<file path="config.mk">
export PLATFORM = sky130hd
export DESIGN_NAME = eied_top
export DESIGN_NICKNAME = d
export VERILOG_FILES = /design/src/verilog/eied_pkg.sv /design/src/verilog/eied_edge_cell.sv /design/src/verilog/eied_top.sv
export SDC_FILE = /design/constraint.sdc
export NUM_CORES = 1
export LEC_CHECK = 0
export BUFFER_PORTS_ARGS = -buffer_cell sky130_fd_sc_hd__buf_2
export CAP_MARGIN = 20
export CORE_MARGIN = 2
export CORE_UTILIZATION = 35
export DETAILED_ROUTE_END_ITERATION = 12
export PLACE_DENSITY_LB_ADDON = 0.12
export SLEW_MARGIN = 20
export SYNTH_ARGS = -nofsm -noshare
export SYNTH_HDL_FRONTEND = slang
export SYNTH_SLANG_ARGS = --single-unit
</file>
<file path="constraint.sdc">
create_clock -name hclk -period 2.26 [get_ports hclk]
set_input_delay 0.339 -clock hclk [delete_from_list [all_inputs] [get_ports hclk]]
set_output_delay 0.339 -clock hclk [all_outputs]
set_load 0.01 [all_outputs]
</file>
<file path="src/verilog/eied_pkg.sv">
// Package: register map, field positions, reset values and timing for the edge detector
package eied_pkg;

  // ************************************************************
  // Timing
  // ************************************************************
  localparam int CLK_PERIOD_NS = 20;
  localparam int FILTER_NS = 60;
  // Least persistence time, rounded up to whole cycles
  localparam int FILTER_CYC = (FILTER_NS + CLK_PERIOD_NS - 1) / CLK_PERIOD_NS;

  // ************************************************************
  // Register indices (byte address is four times the index)
  // ************************************************************
  localparam logic [31:0] FALL_A_IDX = 32'h0000_0000;
  localparam logic [31:0] RISE_A_IDX = 32'h0000_0001;
  localparam logic [31:0] FALL_B_IDX = 32'h0000_0002;
  localparam logic [31:0] RISE_B_IDX = 32'h0000_0003;
  localparam logic [31:0] PORT_MODE_IDX = 32'h0000_0004;
  localparam logic [31:0] PIN_LEVEL_IDX = 32'h0000_0005;
  localparam logic [31:0] FALL_C_IDX = 32'h0fff_fc06;
  localparam logic [31:0] FALL_C_HIGH_IDX = 32'h0fff_fc07;
  localparam logic [31:0] RISE_C_IDX = 32'h0fff_fc26;
  localparam logic [31:0] RISE_C_HIGH_IDX = 32'h0fff_fc27;

  // ************************************************************
  // Field positions
  // ************************************************************
  localparam int NMI_SEL_BIT = 2;
  localparam int IN0_SEL_BIT = 3;
  localparam int IN9_SEL_BIT = 0;
  localparam int IN10_SEL_BIT = 1;
  localparam int IN7_SEL_BIT = 1;
  localparam int IN8_SEL_BIT = 9;
  localparam int NMI_FUNC_BIT = 2;
  localparam logic [15:0] SEL_C_MASK = 16'h0202;

  // ************************************************************
  // Reset values
  // ************************************************************
  localparam logic [7:0] SEL8_RESET = 8'h00;
  localparam logic [15:0] SEL16_RESET = 16'h0000;
  localparam logic [7:0] PORT_MODE_RESET = 8'h00;

  // ************************************************************
  // Bus encodings and pin cells
  // ************************************************************
  localparam logic [2:0] HSIZE_WORD = 3'h2;
  localparam logic [1:0] HRESP_OKAY = 2'h0;
  // Cell order: nmi, in0..in3, in7, in8, in9, in10
  localparam int NUM_CELLS = 9;

  function automatic logic [31:0] eied_addr(input logic [31:0] idx);
    eied_addr = {idx[29:0], 2'h0};
  endfunction

endpackage

</file>
<file path="src/verilog/eied_edge_cell.sv">
// One input pin: synchroniser, persistence filter and valid-edge request
`timescale 1ns/1ps
module eied_edge_cell #(
  parameter int FILT_CYC = eied_pkg::FILTER_CYC
) (
  input wire logic hclk,
  input wire logic hresetn,
  input wire logic pin_in,
  input wire logic bypass,
  input wire logic fall_sel,
  input wire logic rise_sel,
  output logic edge_req,
  output logic level
);
  import eied_pkg::*;

  localparam int CW = $clog2(FILT_CYC + 1);
  localparam logic [CW-1:0] CNT_LAST = CW'(FILT_CYC - 1);

  logic sync1_reg;
  logic sync2_reg;
  logic level_reg;
  logic [CW-1:0] cnt_reg;
  logic req_reg;
  logic accept;

  // ************************************************************
  // Synchroniser
  // ************************************************************
  always_ff @(posedge hclk or negedge hresetn) begin
    if (!hresetn) begin
      sync1_reg <= 1'b0;
      sync2_reg <= 1'b0;
    end else begin
      sync1_reg <= pin_in;
      sync2_reg <= sync1_reg;
    end
  end

  // ************************************************************
  // Filter
  // ************************************************************
  // A change counts only after it has stood FILT_CYC cycles, or at once when bypass is set
  assign accept = (sync2_reg != level_reg) && (bypass || cnt_reg == CNT_LAST);

  always_ff @(posedge hclk or negedge hresetn) begin
    if (!hresetn) begin
      cnt_reg <= '0;
      level_reg <= 1'b0;
    end else if (accept) begin
      cnt_reg <= '0;
      level_reg <= sync2_reg;
    end else if (sync2_reg != level_reg) begin
      cnt_reg <= cnt_reg + CW'(1);
    end else begin
      cnt_reg <= '0;
    end
  end

  // ************************************************************
  // Edge decode
  // ************************************************************
  always_ff @(posedge hclk or negedge hresetn) begin
    if (!hresetn) begin
      req_reg <= 1'b0;
    end else begin
      req_reg <= accept && (sync2_reg ? rise_sel : fall_sel);
    end
  end

  assign edge_req = req_reg;
  assign level = level_reg;

endmodule

</file>
<file path="src/verilog/eied_top.sv">
// External interrupt edge detector with AHB-Lite register slave
//
// The AHB-Lite register port is this design's own decision.
`timescale 1ns/1ps
module eied_top #(
  parameter int FILT_CYC = eied_pkg::FILTER_CYC
) (
  input wire logic hclk,
  input wire logic hresetn,
  input wire logic hsel,
  input wire logic [31:0] haddr,
  input wire logic [1:0] htrans,
  input wire logic hwrite,
  input wire logic [2:0] hsize,
  input wire logic [31:0] hwdata,
  input wire logic hready,
  output logic hreadyout,
  output logic [1:0] hresp,
  output logic [31:0] hrdata,
  input wire logic stop_mode,
  input wire logic nmi_in,
  input wire logic ext_irq_in_0,
  input wire logic ext_irq_in_1,
  input wire logic ext_irq_in_2,
  input wire logic ext_irq_in_3,
  input wire logic ext_irq_in_7,
  input wire logic ext_irq_in_8,
  input wire logic ext_irq_in_9,
  input wire logic ext_irq_in_10,
  output logic nmi_req,
  output logic irq_req_0,
  output logic irq_req_1,
  output logic irq_req_2,
  output logic irq_req_3,
  output logic irq_req_7,
  output logic irq_req_8,
  output logic irq_req_9,
  output logic irq_req_10,
  output logic nmi_wake
);
  import eied_pkg::*;

  // ************************************************************
  // Declarations
  // ************************************************************
  logic [7:0] fall_sel_a_reg;
  logic [7:0] rise_sel_a_reg;
  logic [7:0] fall_sel_b_reg;
  logic [7:0] rise_sel_b_reg;
  logic [15:0] fall_sel_c_reg;
  logic [15:0] rise_sel_c_reg;
  logic [7:0] port_mode_a_reg;
  logic nmi_wake_reg;
  logic nmi_req_reg;

  logic ph_valid_reg;
  logic ph_write_reg;
  logic [31:0] ph_addr_reg;
  logic hreadyout_reg;
  logic [31:0] hrdata_reg;
  logic [1:0] hresp_reg;
  logic [31:0] rd_mux;
  logic take;
  logic wr_en;
  logic sel_fall_a;
  logic sel_rise_a;
  logic sel_fall_b;
  logic sel_rise_b;
  logic sel_port_mode;
  logic sel_pin_level;
  logic sel_fall_c;
  logic sel_fall_c_high;
  logic sel_rise_c;
  logic sel_rise_c_high;
  logic wr_fall_a;
  logic wr_rise_a;
  logic wr_fall_b;
  logic wr_rise_b;
  logic wr_port_mode;
  logic wr_fall_c;
  logic wr_fall_c_high;
  logic wr_rise_c;
  logic wr_rise_c_high;

  logic [NUM_CELLS-1:0] pins;
  logic [NUM_CELLS-1:0] fsel;
  logic [NUM_CELLS-1:0] rsel;
  logic [NUM_CELLS-1:0] byp;
  logic [NUM_CELLS-1:0] reqs;
  logic [NUM_CELLS-1:0] levels;

  function automatic logic hit(input logic [31:0] a, input logic [31:0] idx);
    hit = (a == eied_addr(idx));
  endfunction

  // ************************************************************
  // Bus address phase
  // ************************************************************
  // Only word transfers are decoded; other sizes complete OKAY with no effect
  assign take = hsel && htrans[1] && hready;

  always_ff @(posedge hclk or negedge hresetn) begin
    if (!hresetn) begin
      ph_valid_reg <= 1'b0;
      ph_write_reg <= 1'b0;
      ph_addr_reg <= 32'h0000_0000;
    end else if (hready) begin
      ph_valid_reg <= take && (hsize == HSIZE_WORD);
      ph_write_reg <= hwrite;
      ph_addr_reg <= haddr;
    end
  end

  assign wr_en = ph_valid_reg && ph_write_reg;

  // ************************************************************
  // Register decode
  // ************************************************************
  // Address decode is shared by the read mux and the write strobes
  assign sel_fall_a = hit(ph_addr_reg, FALL_A_IDX);
  assign sel_rise_a = hit(ph_addr_reg, RISE_A_IDX);
  assign sel_fall_b = hit(ph_addr_reg, FALL_B_IDX);
  assign sel_rise_b = hit(ph_addr_reg, RISE_B_IDX);
  assign sel_port_mode = hit(ph_addr_reg, PORT_MODE_IDX);
  assign sel_pin_level = hit(ph_addr_reg, PIN_LEVEL_IDX);
  assign sel_fall_c = hit(ph_addr_reg, FALL_C_IDX);
  assign sel_fall_c_high = hit(ph_addr_reg, FALL_C_HIGH_IDX);
  assign sel_rise_c = hit(ph_addr_reg, RISE_C_IDX);
  assign sel_rise_c_high = hit(ph_addr_reg, RISE_C_HIGH_IDX);

  // Pin level register is read-only, so it has no strobe
  assign wr_fall_a = wr_en && sel_fall_a;
  assign wr_rise_a = wr_en && sel_rise_a;
  assign wr_fall_b = wr_en && sel_fall_b;
  assign wr_rise_b = wr_en && sel_rise_b;
  assign wr_port_mode = wr_en && sel_port_mode;
  assign wr_fall_c = wr_en && sel_fall_c;
  assign wr_fall_c_high = wr_en && sel_fall_c_high;
  assign wr_rise_c = wr_en && sel_rise_c;
  assign wr_rise_c_high = wr_en && sel_rise_c_high;

  // ************************************************************
  // Bus data phase
  // ************************************************************
  // Reads take one wait state so the read mux sees any write just done
  always_ff @(posedge hclk or negedge hresetn) begin
    if (!hresetn) begin
      hreadyout_reg <= 1'b1;
    end else if (!hreadyout_reg) begin
      hreadyout_reg <= 1'b1;
    end else if (take && !hwrite) begin
      hreadyout_reg <= 1'b0;
    end
  end

  // Read data loads only in the wait cycle and holds otherwise
  always_ff @(posedge hclk or negedge hresetn) begin
    if (!hresetn) begin
      hrdata_reg <= 32'h0000_0000;
    end else if (!hreadyout_reg) begin
      hrdata_reg <= rd_mux;
    end
  end

  always_ff @(posedge hclk or negedge hresetn) begin
    if (!hresetn) begin
      hresp_reg <= HRESP_OKAY;
    end else begin
      hresp_reg <= HRESP_OKAY;
    end
  end

  always_comb begin
    rd_mux = 32'h0000_0000;
    if (ph_valid_reg && !ph_write_reg) begin
      if (sel_fall_a) begin
        rd_mux = {24'h000000, fall_sel_a_reg};
      end else if (sel_rise_a) begin
        rd_mux = {24'h000000, rise_sel_a_reg};
      end else if (sel_fall_b) begin
        rd_mux = {24'h000000, fall_sel_b_reg};
      end else if (sel_rise_b) begin
        rd_mux = {24'h000000, rise_sel_b_reg};
      end else if (sel_port_mode) begin
        rd_mux = {24'h000000, port_mode_a_reg};
      end else if (sel_pin_level) begin
        rd_mux = {23'h000000, levels};
      end else if (sel_fall_c) begin
        rd_mux = {16'h0000, fall_sel_c_reg};
      end else if (sel_fall_c_high) begin
        rd_mux = {24'h000000, fall_sel_c_reg[15:8]};
      end else if (sel_rise_c) begin
        rd_mux = {16'h0000, rise_sel_c_reg};
      end else if (sel_rise_c_high) begin
        rd_mux = {24'h000000, rise_sel_c_reg[15:8]};
      end
    end
  end

  // ************************************************************
  // Edge select registers
  // ************************************************************
  always_ff @(posedge hclk or negedge hresetn) begin
    if (!hresetn) begin
      fall_sel_a_reg <= SEL8_RESET;
    end else if (wr_fall_a) begin
      fall_sel_a_reg <= hwdata[7:0];
    end
  end

  always_ff @(posedge hclk or negedge hresetn) begin
    if (!hresetn) begin
      rise_sel_a_reg <= SEL8_RESET;
    end else if (wr_rise_a) begin
      rise_sel_a_reg <= hwdata[7:0];
    end
  end

  always_ff @(posedge hclk or negedge hresetn) begin
    if (!hresetn) begin
      fall_sel_b_reg <= SEL8_RESET;
    end else if (wr_fall_b) begin
      fall_sel_b_reg <= hwdata[7:0];
    end
  end

  always_ff @(posedge hclk or negedge hresetn) begin
    if (!hresetn) begin
      rise_sel_b_reg <= SEL8_RESET;
    end else if (wr_rise_b) begin
      rise_sel_b_reg <= hwdata[7:0];
    end
  end

  // Unimplemented bits are never stored, so they read as zero
  always_ff @(posedge hclk or negedge hresetn) begin
    if (!hresetn) begin
      fall_sel_c_reg <= SEL16_RESET;
    end else if (wr_fall_c) begin
      fall_sel_c_reg <= hwdata[15:0] & SEL_C_MASK;
    end else if (wr_fall_c_high) begin
      fall_sel_c_reg[15:8] <= hwdata[7:0] & SEL_C_MASK[15:8];
    end
  end

  always_ff @(posedge hclk or negedge hresetn) begin
    if (!hresetn) begin
      rise_sel_c_reg <= SEL16_RESET;
    end else if (wr_rise_c) begin
      rise_sel_c_reg <= hwdata[15:0] & SEL_C_MASK;
    end else if (wr_rise_c_high) begin
      rise_sel_c_reg[15:8] <= hwdata[7:0] & SEL_C_MASK[15:8];
    end
  end

  // ************************************************************
  // Port mode register
  // ************************************************************
  always_ff @(posedge hclk or negedge hresetn) begin
    if (!hresetn) begin
      port_mode_a_reg <= PORT_MODE_RESET;
    end else if (wr_port_mode) begin
      port_mode_a_reg <= hwdata[7:0];
    end
  end

  // ************************************************************
  // Pin cells
  // ************************************************************
  assign pins = {ext_irq_in_10, ext_irq_in_9, ext_irq_in_8, ext_irq_in_7,
                 ext_irq_in_3, ext_irq_in_2, ext_irq_in_1, ext_irq_in_0, nmi_in};

  assign fsel = {fall_sel_b_reg[IN10_SEL_BIT], fall_sel_b_reg[IN9_SEL_BIT],
                 fall_sel_c_reg[IN8_SEL_BIT], fall_sel_c_reg[IN7_SEL_BIT],
                 fall_sel_a_reg[IN0_SEL_BIT+3:IN0_SEL_BIT],
                 fall_sel_a_reg[NMI_SEL_BIT]};
  assign rsel = {rise_sel_b_reg[IN10_SEL_BIT], rise_sel_b_reg[IN9_SEL_BIT],
                 rise_sel_c_reg[IN8_SEL_BIT], rise_sel_c_reg[IN7_SEL_BIT],
                 rise_sel_a_reg[IN0_SEL_BIT+3:IN0_SEL_BIT],
                 rise_sel_a_reg[NMI_SEL_BIT]};

  // System clock is stopped in stop mode, so the non-maskable pin skips the count
  assign byp = {{(NUM_CELLS-1){1'b0}}, stop_mode};

  for (genvar i = 0; i < NUM_CELLS; i++) begin : g_cell
    eied_edge_cell #(
      .FILT_CYC(FILT_CYC)
    ) u_cell (
      .hclk(hclk),
      .hresetn(hresetn),
      .pin_in(pins[i]),
      .bypass(byp[i]),
      .fall_sel(fsel[i]),
      .rise_sel(rsel[i]),
      .edge_req(reqs[i]),
      .level(levels[i])
    );
  end

  // ************************************************************
  // Non-maskable request and wake
  // ************************************************************
  // Pin behaves as a port pin until its function is switched on
  always_ff @(posedge hclk or negedge hresetn) begin
    if (!hresetn) begin
      nmi_req_reg <= 1'b0;
    end else begin
      nmi_req_reg <= reqs[0] && port_mode_a_reg[NMI_FUNC_BIT];
    end
  end

  // Wake only while stopped, so a running core sees the plain request
  always_ff @(posedge hclk or negedge hresetn) begin
    if (!hresetn) begin
      nmi_wake_reg <= 1'b0;
    end else begin
      nmi_wake_reg <= reqs[0] && port_mode_a_reg[NMI_FUNC_BIT] && stop_mode;
    end
  end

  // ************************************************************
  // Outputs
  // ************************************************************
  assign hreadyout = hreadyout_reg;
  assign hresp = hresp_reg;
  assign hrdata = hrdata_reg;
  assign nmi_req = nmi_req_reg;
  assign nmi_wake = nmi_wake_reg;
  assign irq_req_0 = reqs[1];
  assign irq_req_1 = reqs[2];
  assign irq_req_2 = reqs[3];
  assign irq_req_3 = reqs[4];
  assign irq_req_7 = reqs[5];
  assign irq_req_8 = reqs[6];
  assign irq_req_9 = reqs[7];
  assign irq_req_10 = reqs[8];

endmodule
</file>
==> impl_results.md, run 1 <==
* # setup viols final at 14
* CTS H-tree depth at 4
* Hold Path Class: in -> reg
* Remaining Overflow, GRT at 0
* CTS tree: built
* N_diodes at 0
* Top Ports at 129
* First-pass GRT wire length at 23700 um
* Initial DRC count at 220
* Startpoint types: flip-flop
* Sink Count at 145
* Layout net count at 730
* Number of global-route vias before repair at 4451
* Drt pass-1 iters at 4
* Fillers at 1668
* Die ar. at 0.0191 mm2
* Max Used Layer: met4
* Vias per inst at 4.85
* VDD IR max at 573 uV
* CTS Root Cell: clkbuf_16
* Place WS at -0.133 ns
* Row count at 49
* Minimum clock period at 2.31 ns
* #FFs+latches synth at 145
* WL met2 at 6670 um
* Critical Path RT at 2.56 ns
* Largest net degree at the start of global routing at 56
* Initial antenna violation count at 0
* Yosys warns at 0
* Synthesized area at 0.00630 mm2
* RSZ-0062 raised after global routing: yes
* Die H at 138 um
* TritonCTS Buffers at 17
* Crit-path max FO at 8
* Endpoints failing hold at 0
* Input/output buffers at 80
* Synth unique cells at 53
* Worst skew pair latency at 0.41 ns
* Leak at 3.89 nW
* DR WL/cell at 16.0 um
* WS Path Type: reg -> reg
* Reg2reg start: ph_addr_reg[29]
* Layout area overhead at 30.0%
* Post-route ant nets at 0
* Max reg flops at 32
* Async SR Flop Fraction at 100%
* Worst setup margin at -0.0489 ns
* DR vias at 4265
* Worst-path clk slew at 0.06 ns
* Layout cell share with drive strength beyond 1 at 42.5%
* # DRC at 0
* Hold slack final at 0.0249 ns
* Post-route clock period utilization at 102%
* Met3 Wirelength at 695 um
* Failing checks: setup timing
* Hold path startpoint: ext_irq_in_0
* Met1 WL at 6440 um
* Status: finished with violations
* Starting density of the core at 35.3%
* Worst EP arrival at 2.60 ns
* Post-synth EDFFs at 0
* Dpl hpwl at 10100 um
* Crit path from: ph_addr_reg[29]
* Max Freq at 433 MHz
* Die width at 138 um
* Main flop type after synthesis: dfrtp_1
* Total GRT Usage at 15.8%
* Fin. max-slew vios at 0
* Post-synthesis sequential area ratio at 57.6%
* Clk_skew at 0.00720 ns
* Max clock buf depth at 2
* Syn avg cell area at 12.9 um2
* Routed wire length at 14100 um
* Final Power at 7.17 mW
* Post-synthesis cell count at 488
* Commonest cells after routing, fill and taps aside: 144 x dfrtp_1, 79 x buf_2, 68 x mux2_2
* Synth top area share at 57.2%
* Global placement routability congestion at 0.803
* Leading area contributor after synthesis: dfrtp_1
* Worst setup EP type: flip-flop
* Top post-synthesis cells by area: dfrtp_1 57%, mux2_2 15%, buf_4 2.9%, nor2_1 2.0%, ha_1 1.8%
* Pwr Density at 875 mW/mm2
* Commonest non-fill, non-tap cell in the layout: dfrtp_1
* Max-cap viol count at 0
* Core ar. at 0.0178 mm2
-- per-layer routing --
layer  global-route usage [%]  vias to the layer above
li1                         -                     2015
met1                     20.8                     2125
met2                     25.0                      109
met3                     4.57                       16
met4                     5.37                        0
met5                        0                        -
-- worst max-delay path, stage by stage, from the launching register on --
cell and delay (ns):
dfrtp_1 0.37, nor4_1 0.36, nand4_1 0.18, buf_6 0.17, or4_4 0.52, nor2_8 0.26
mux2_4 0.33
-- metrics by stage --
step / util, % / TNS [ns] / cell area (um2) / cells
2_1_floorplan: - / 0 / 6390 / 511
5_1_grt: 45.9 / -4.20 / 8190 / 879
6_report: 45.9 / -0.318 / 8190 / 879
3_3_place_gp: 41.2 / -3.42 / 7340 / 843
4_1_cts: 45.6 / -1.31 / 8140 / 878
3_5_place_dp: 41.2 / -3.73 / 7340 / 843
-- logic make-up (layout without fill, tap and decap cells) --
family	Yosys count	in the layout	synth area share (%)
and+or+nand+nor	130	130	12.6
buffers and inverters	47	186	4.27
xor gates and xnor gates	9	9	1.25
AOI/OAI and AO/OA	59	59	6.69
muxes	88	88	15.8
adders and majority gates	9	9	1.79
DFF	145	145	57.6
other	1	24	0.0595
-- report_power, final --
part           leakage, nW  internal, mW  total (mW)  switching [mW]
clock                0.324          2.10        3.19            1.09
combinational         1.73         0.446       0.854           0.408
sequential            1.83          2.88        3.12           0.241
-- cell usage after synthesis (all sizes together) (2+ instances only) --
library cell	count
dfrtp	144
mux2	83
nor2	37
buf	28
nand2	22
o21ai	18
inv	13
nor4	12
nand3b	11
ha	9
nand2b	9
xor2	9
a22oi	7
nand4	7
nor3	7
clkbuf	6
a2bb2oi	5
a21oi	4
a22o	4
and2	4
mux2i	4
or3	4
a21boi	3
a221oi	3
a222oi	3
a32o	3
and3	3
nor2b	3
o21a	3
nand3	2
nand4b	2
o221ai	2
or2	2
or4	2
-- cell type report --
class                           instances  area, um2  share of cell area (%)
Inverter                               13       48.8                   0.596
Timing Repair Buffer                  141        931                    11.4
Tap cell                              229        287                    3.50
Clock inverter                         13        231                    2.82
Multi-Input combinational cell        319       2620                    32.0
Sequential cell                       145       3630                    44.3
Clock buffer                           19        443                    5.41
-- final timing paths --
path / to / slack (ns) / depth (start not counted)
min in group asynchronous: nmi_wake / 0.44 / 2
min: g_cell[1].u_cell.sync1_reg / 0.02 / 1
max reg2reg: rise_sel_a_reg[0] / -0.05 / 6
max in group asynchronous: ph_addr_reg[19] / 1.18 / 3
min reg2reg: g_cell[6].u_cell.sync2_reg / 0.35 / 0
max: rise_sel_a_reg[0] / -0.05 / 6
-- what timing repair did --
| action | in CTS | in global routing |
|---|---|---|
| setup buffers | 1 | 1 |
| setup endpoints to repair | 45 | 50 |
| resized for setup | 23 | 10 |
| pin swaps | 7 | 8 |
| hold buffers | 2 | 0 |
| endpoints found under the hold margin | 46 | 0 |
No activity file was read; power rests on OpenSTA's default activity.
==> inputs of run 2 (changes only) <==
CELL_PAD_IN_SITES_DETAIL_PLACEMENT = 1   (was not set)
CELL_PAD_IN_SITES_GLOBAL_PLACEMENT = 2   (was not set)
CORE_UTILIZATION = 33   (was 35)
==> run 2 against run 1 <==
  * Via count is 2.9% higher
  * Design area is 1.2% higher
  * Setup slack better by 0.040 ns
  * Sequential power hardly changed
  * Clock skew is 0.0014 ns higher
  * The flow still finishes with violations (setup timing)
  * Clock power is 12% lower
  * Non-clock buffer count is 14 higher
  * Routed wire length is 14% higher
  * Maximum frequency is 1.8% higher
  * Sequential cell count stayed put
  * Die area is 5.9% higher
==> impl_results.md, run 2 (same netlist as run 1, synthesis figures left out) <==
* Post-route cell area at 0.00830 mm2
* Placed cell areas at 0.00741 mm2
* CTS tree: built
* WS Path Type: reg -> reg
* Dpl hpwl at 11600 um
* TritonCTS Buffers at 17
* Initial DRC count at 137
* Startpoint types: flip-flop
* Commonest cells after routing, fill and taps aside: 144 x dfrtp_1, 79 x buf_2, 66 x mux2_2
* Minimum clock period at 2.27 ns
* Commonest non-fill, non-tap cell in the layout: dfrtp_1
* Leak at 3.94 nW
* Die ar. at 0.0202 mm2
* GRT busiest layer: met2
* Layout area overhead at 31.6%
* Hold Path Class: in -> reg
* Fin. max-slew vios at 0
* Pwr Density at 825 mW/mm2
* Met3 global-route usage at 4.58%
* Worst slew margin at 64.2%
* RSZ-0062 raised after global routing: yes
* Crit-path max FO at 8
* Setup TNS at -0.0401 ns
* Total GRT Usage at 16.9%
* # DRC at 0
* Worst setup EP type: flip-flop
* Post-route ant nets at 0
* Routed wire length at 16000 um
* Row count at 50
* Fillers at 2014
* Die width at 142 um
* Max reg flops at 32
* Layout net count at 744
* Area taken by multi-input logic gates at 0.00269 mm2
* Worst skew pair latency at 0.42 ns
* DR WL/cell at 17.8 um
* Layout cell share with drive strength beyond 1 at 44.6%
* Worst setup margin at -0.00865 ns
* Status: finished with violations
* Vias per inst at 4.89
* Clk_skew at 0.00858 ns
* Drt pass-1 iters at 4
* Global placement routability congestion at 0.750
* Endpoints failing hold at 0
* Core ar. at 0.0187 mm2
* CTS Root Cell: clkbuf_16
* Worst-path clk slew at 0.06 ns
* Starting density of the core at 33.7%
* Met2 Resource Use GR at 28.2%
* GR Layer Usage met1 at 21.2%
* Die H at 142 um
* Input/output buffers at 80
* Max Freq at 441 MHz
* Worst EP arrival at 2.57 ns
* Sink Count at 145
* VDD IR max at 492 uV
* Max clock buf depth at 2
* Top Ports at 129
* Critical Path RT at 2.56 ns
* CTS H-tree depth at 4
* N_diodes at 0
* Slew @ Worst Pin at 0.537 ns
* Initial antenna violation count at 1
* Max-cap viol count at 0
* Number of global-route vias before repair at 4821
* # setup viols final at 11
* Register area at 0.00363 mm2
* Final Power at 6.84 mW
* First-pass GRT wire length at 25800 um
* DR vias at 4387
* Remaining Overflow, GRT at 0
* Post-route clock period utilization at 100%
* Largest net degree at the start of global routing at 55
* Failing checks: setup timing
==> run 2: cell types whose count changed in the layout (fill, tap and decap cells not counted), sizes merged <==
cell,previous run,this run
inv,15,13
dlygate4sd3,2,4
clkinv,3,6
buf,139,151
clkbuf,19,20
bufinv,6,3
==> run 2: repair_timing <==
item / 4_1_cts / 5_1_grt
resized for setup: 32 / 13
cloned: 0 / 0
hold buffers: 1 / 3
hold endpoints to repair: 50 / 3
pin swaps: 10 / 14
setup buffers: 5 / 2
endpoints found under the setup margin: 50 / 51
==> run 2: worst paths after layout <==
path	startpoint	end	slack (ns)	depth (start not counted)
hold reg to reg	g_cell[3].u_cell.sync1_reg	g_cell[3].u_cell.sync2_reg	0.35	0
min in group asynchronous	hresetn	g_cell[1].u_cell.sync2_reg	0.44	2
setup reg to reg	ph_addr_reg[9]	fall_sel_a_reg[0]	-0.009	7
setup / recovery	ph_addr_reg[9]	fall_sel_a_reg[0]	-0.009	7
max in group asynchronous	hresetn	hreadyout	1.13	3
hold / removal	ext_irq_in_7	g_cell[5].u_cell.sync1_reg	0.02	1
==> run 2: cell type report <==
cell class                 count  area share [%]
clock buffer                  20            5.38
sequential                   145            43.8
inverter                      13           0.588
multi-input combinational    319            32.4
timing repair buffer         155            12.7
tap                          234            3.53
clock inverter                11            1.67
==> run 2: layer usage <==
layer,wire [um],part of all wire (%)
met1,7130,45
met2,7920,50
met3,607,3.8
met4,311,1.9
met5,13,0.081
==> run 2: power by group <==
group	switching [mW]	internal, mW	leakage, nW
sequential	0.257	2.88	1.83
combinational	0.430	0.468	1.82
clock	1.06	1.75	0.285
==> run 2: metrics by stage <==
step | hold slack, ns | std cells | worst slack, ns | util (%)
after floorplan | 0.0434 | 511 | 0.0814 | -
after global placement | 0.333 | 855 | -0.153 | 39.6
after detailed placement | 0.336 | 855 | -0.215 | 39.6
after CTS | 0.000595 | 892 | -0.0952 | 43.8
after global routing | 0.000428 | 897 | -0.128 | 44.3
final | 0.0210 | 897 | -0.00865 | 44.3
==> run 2: worst max-delay path, cell delays in order (launching register included) <==
cell and delay [ns]:
dfrtp_1 0.40, nor4_4 0.30, nand4_1 0.18, buf_6 0.17
buf_4 0.13, or3_4 0.36, nor2_8 0.28, mux2_4 0.33
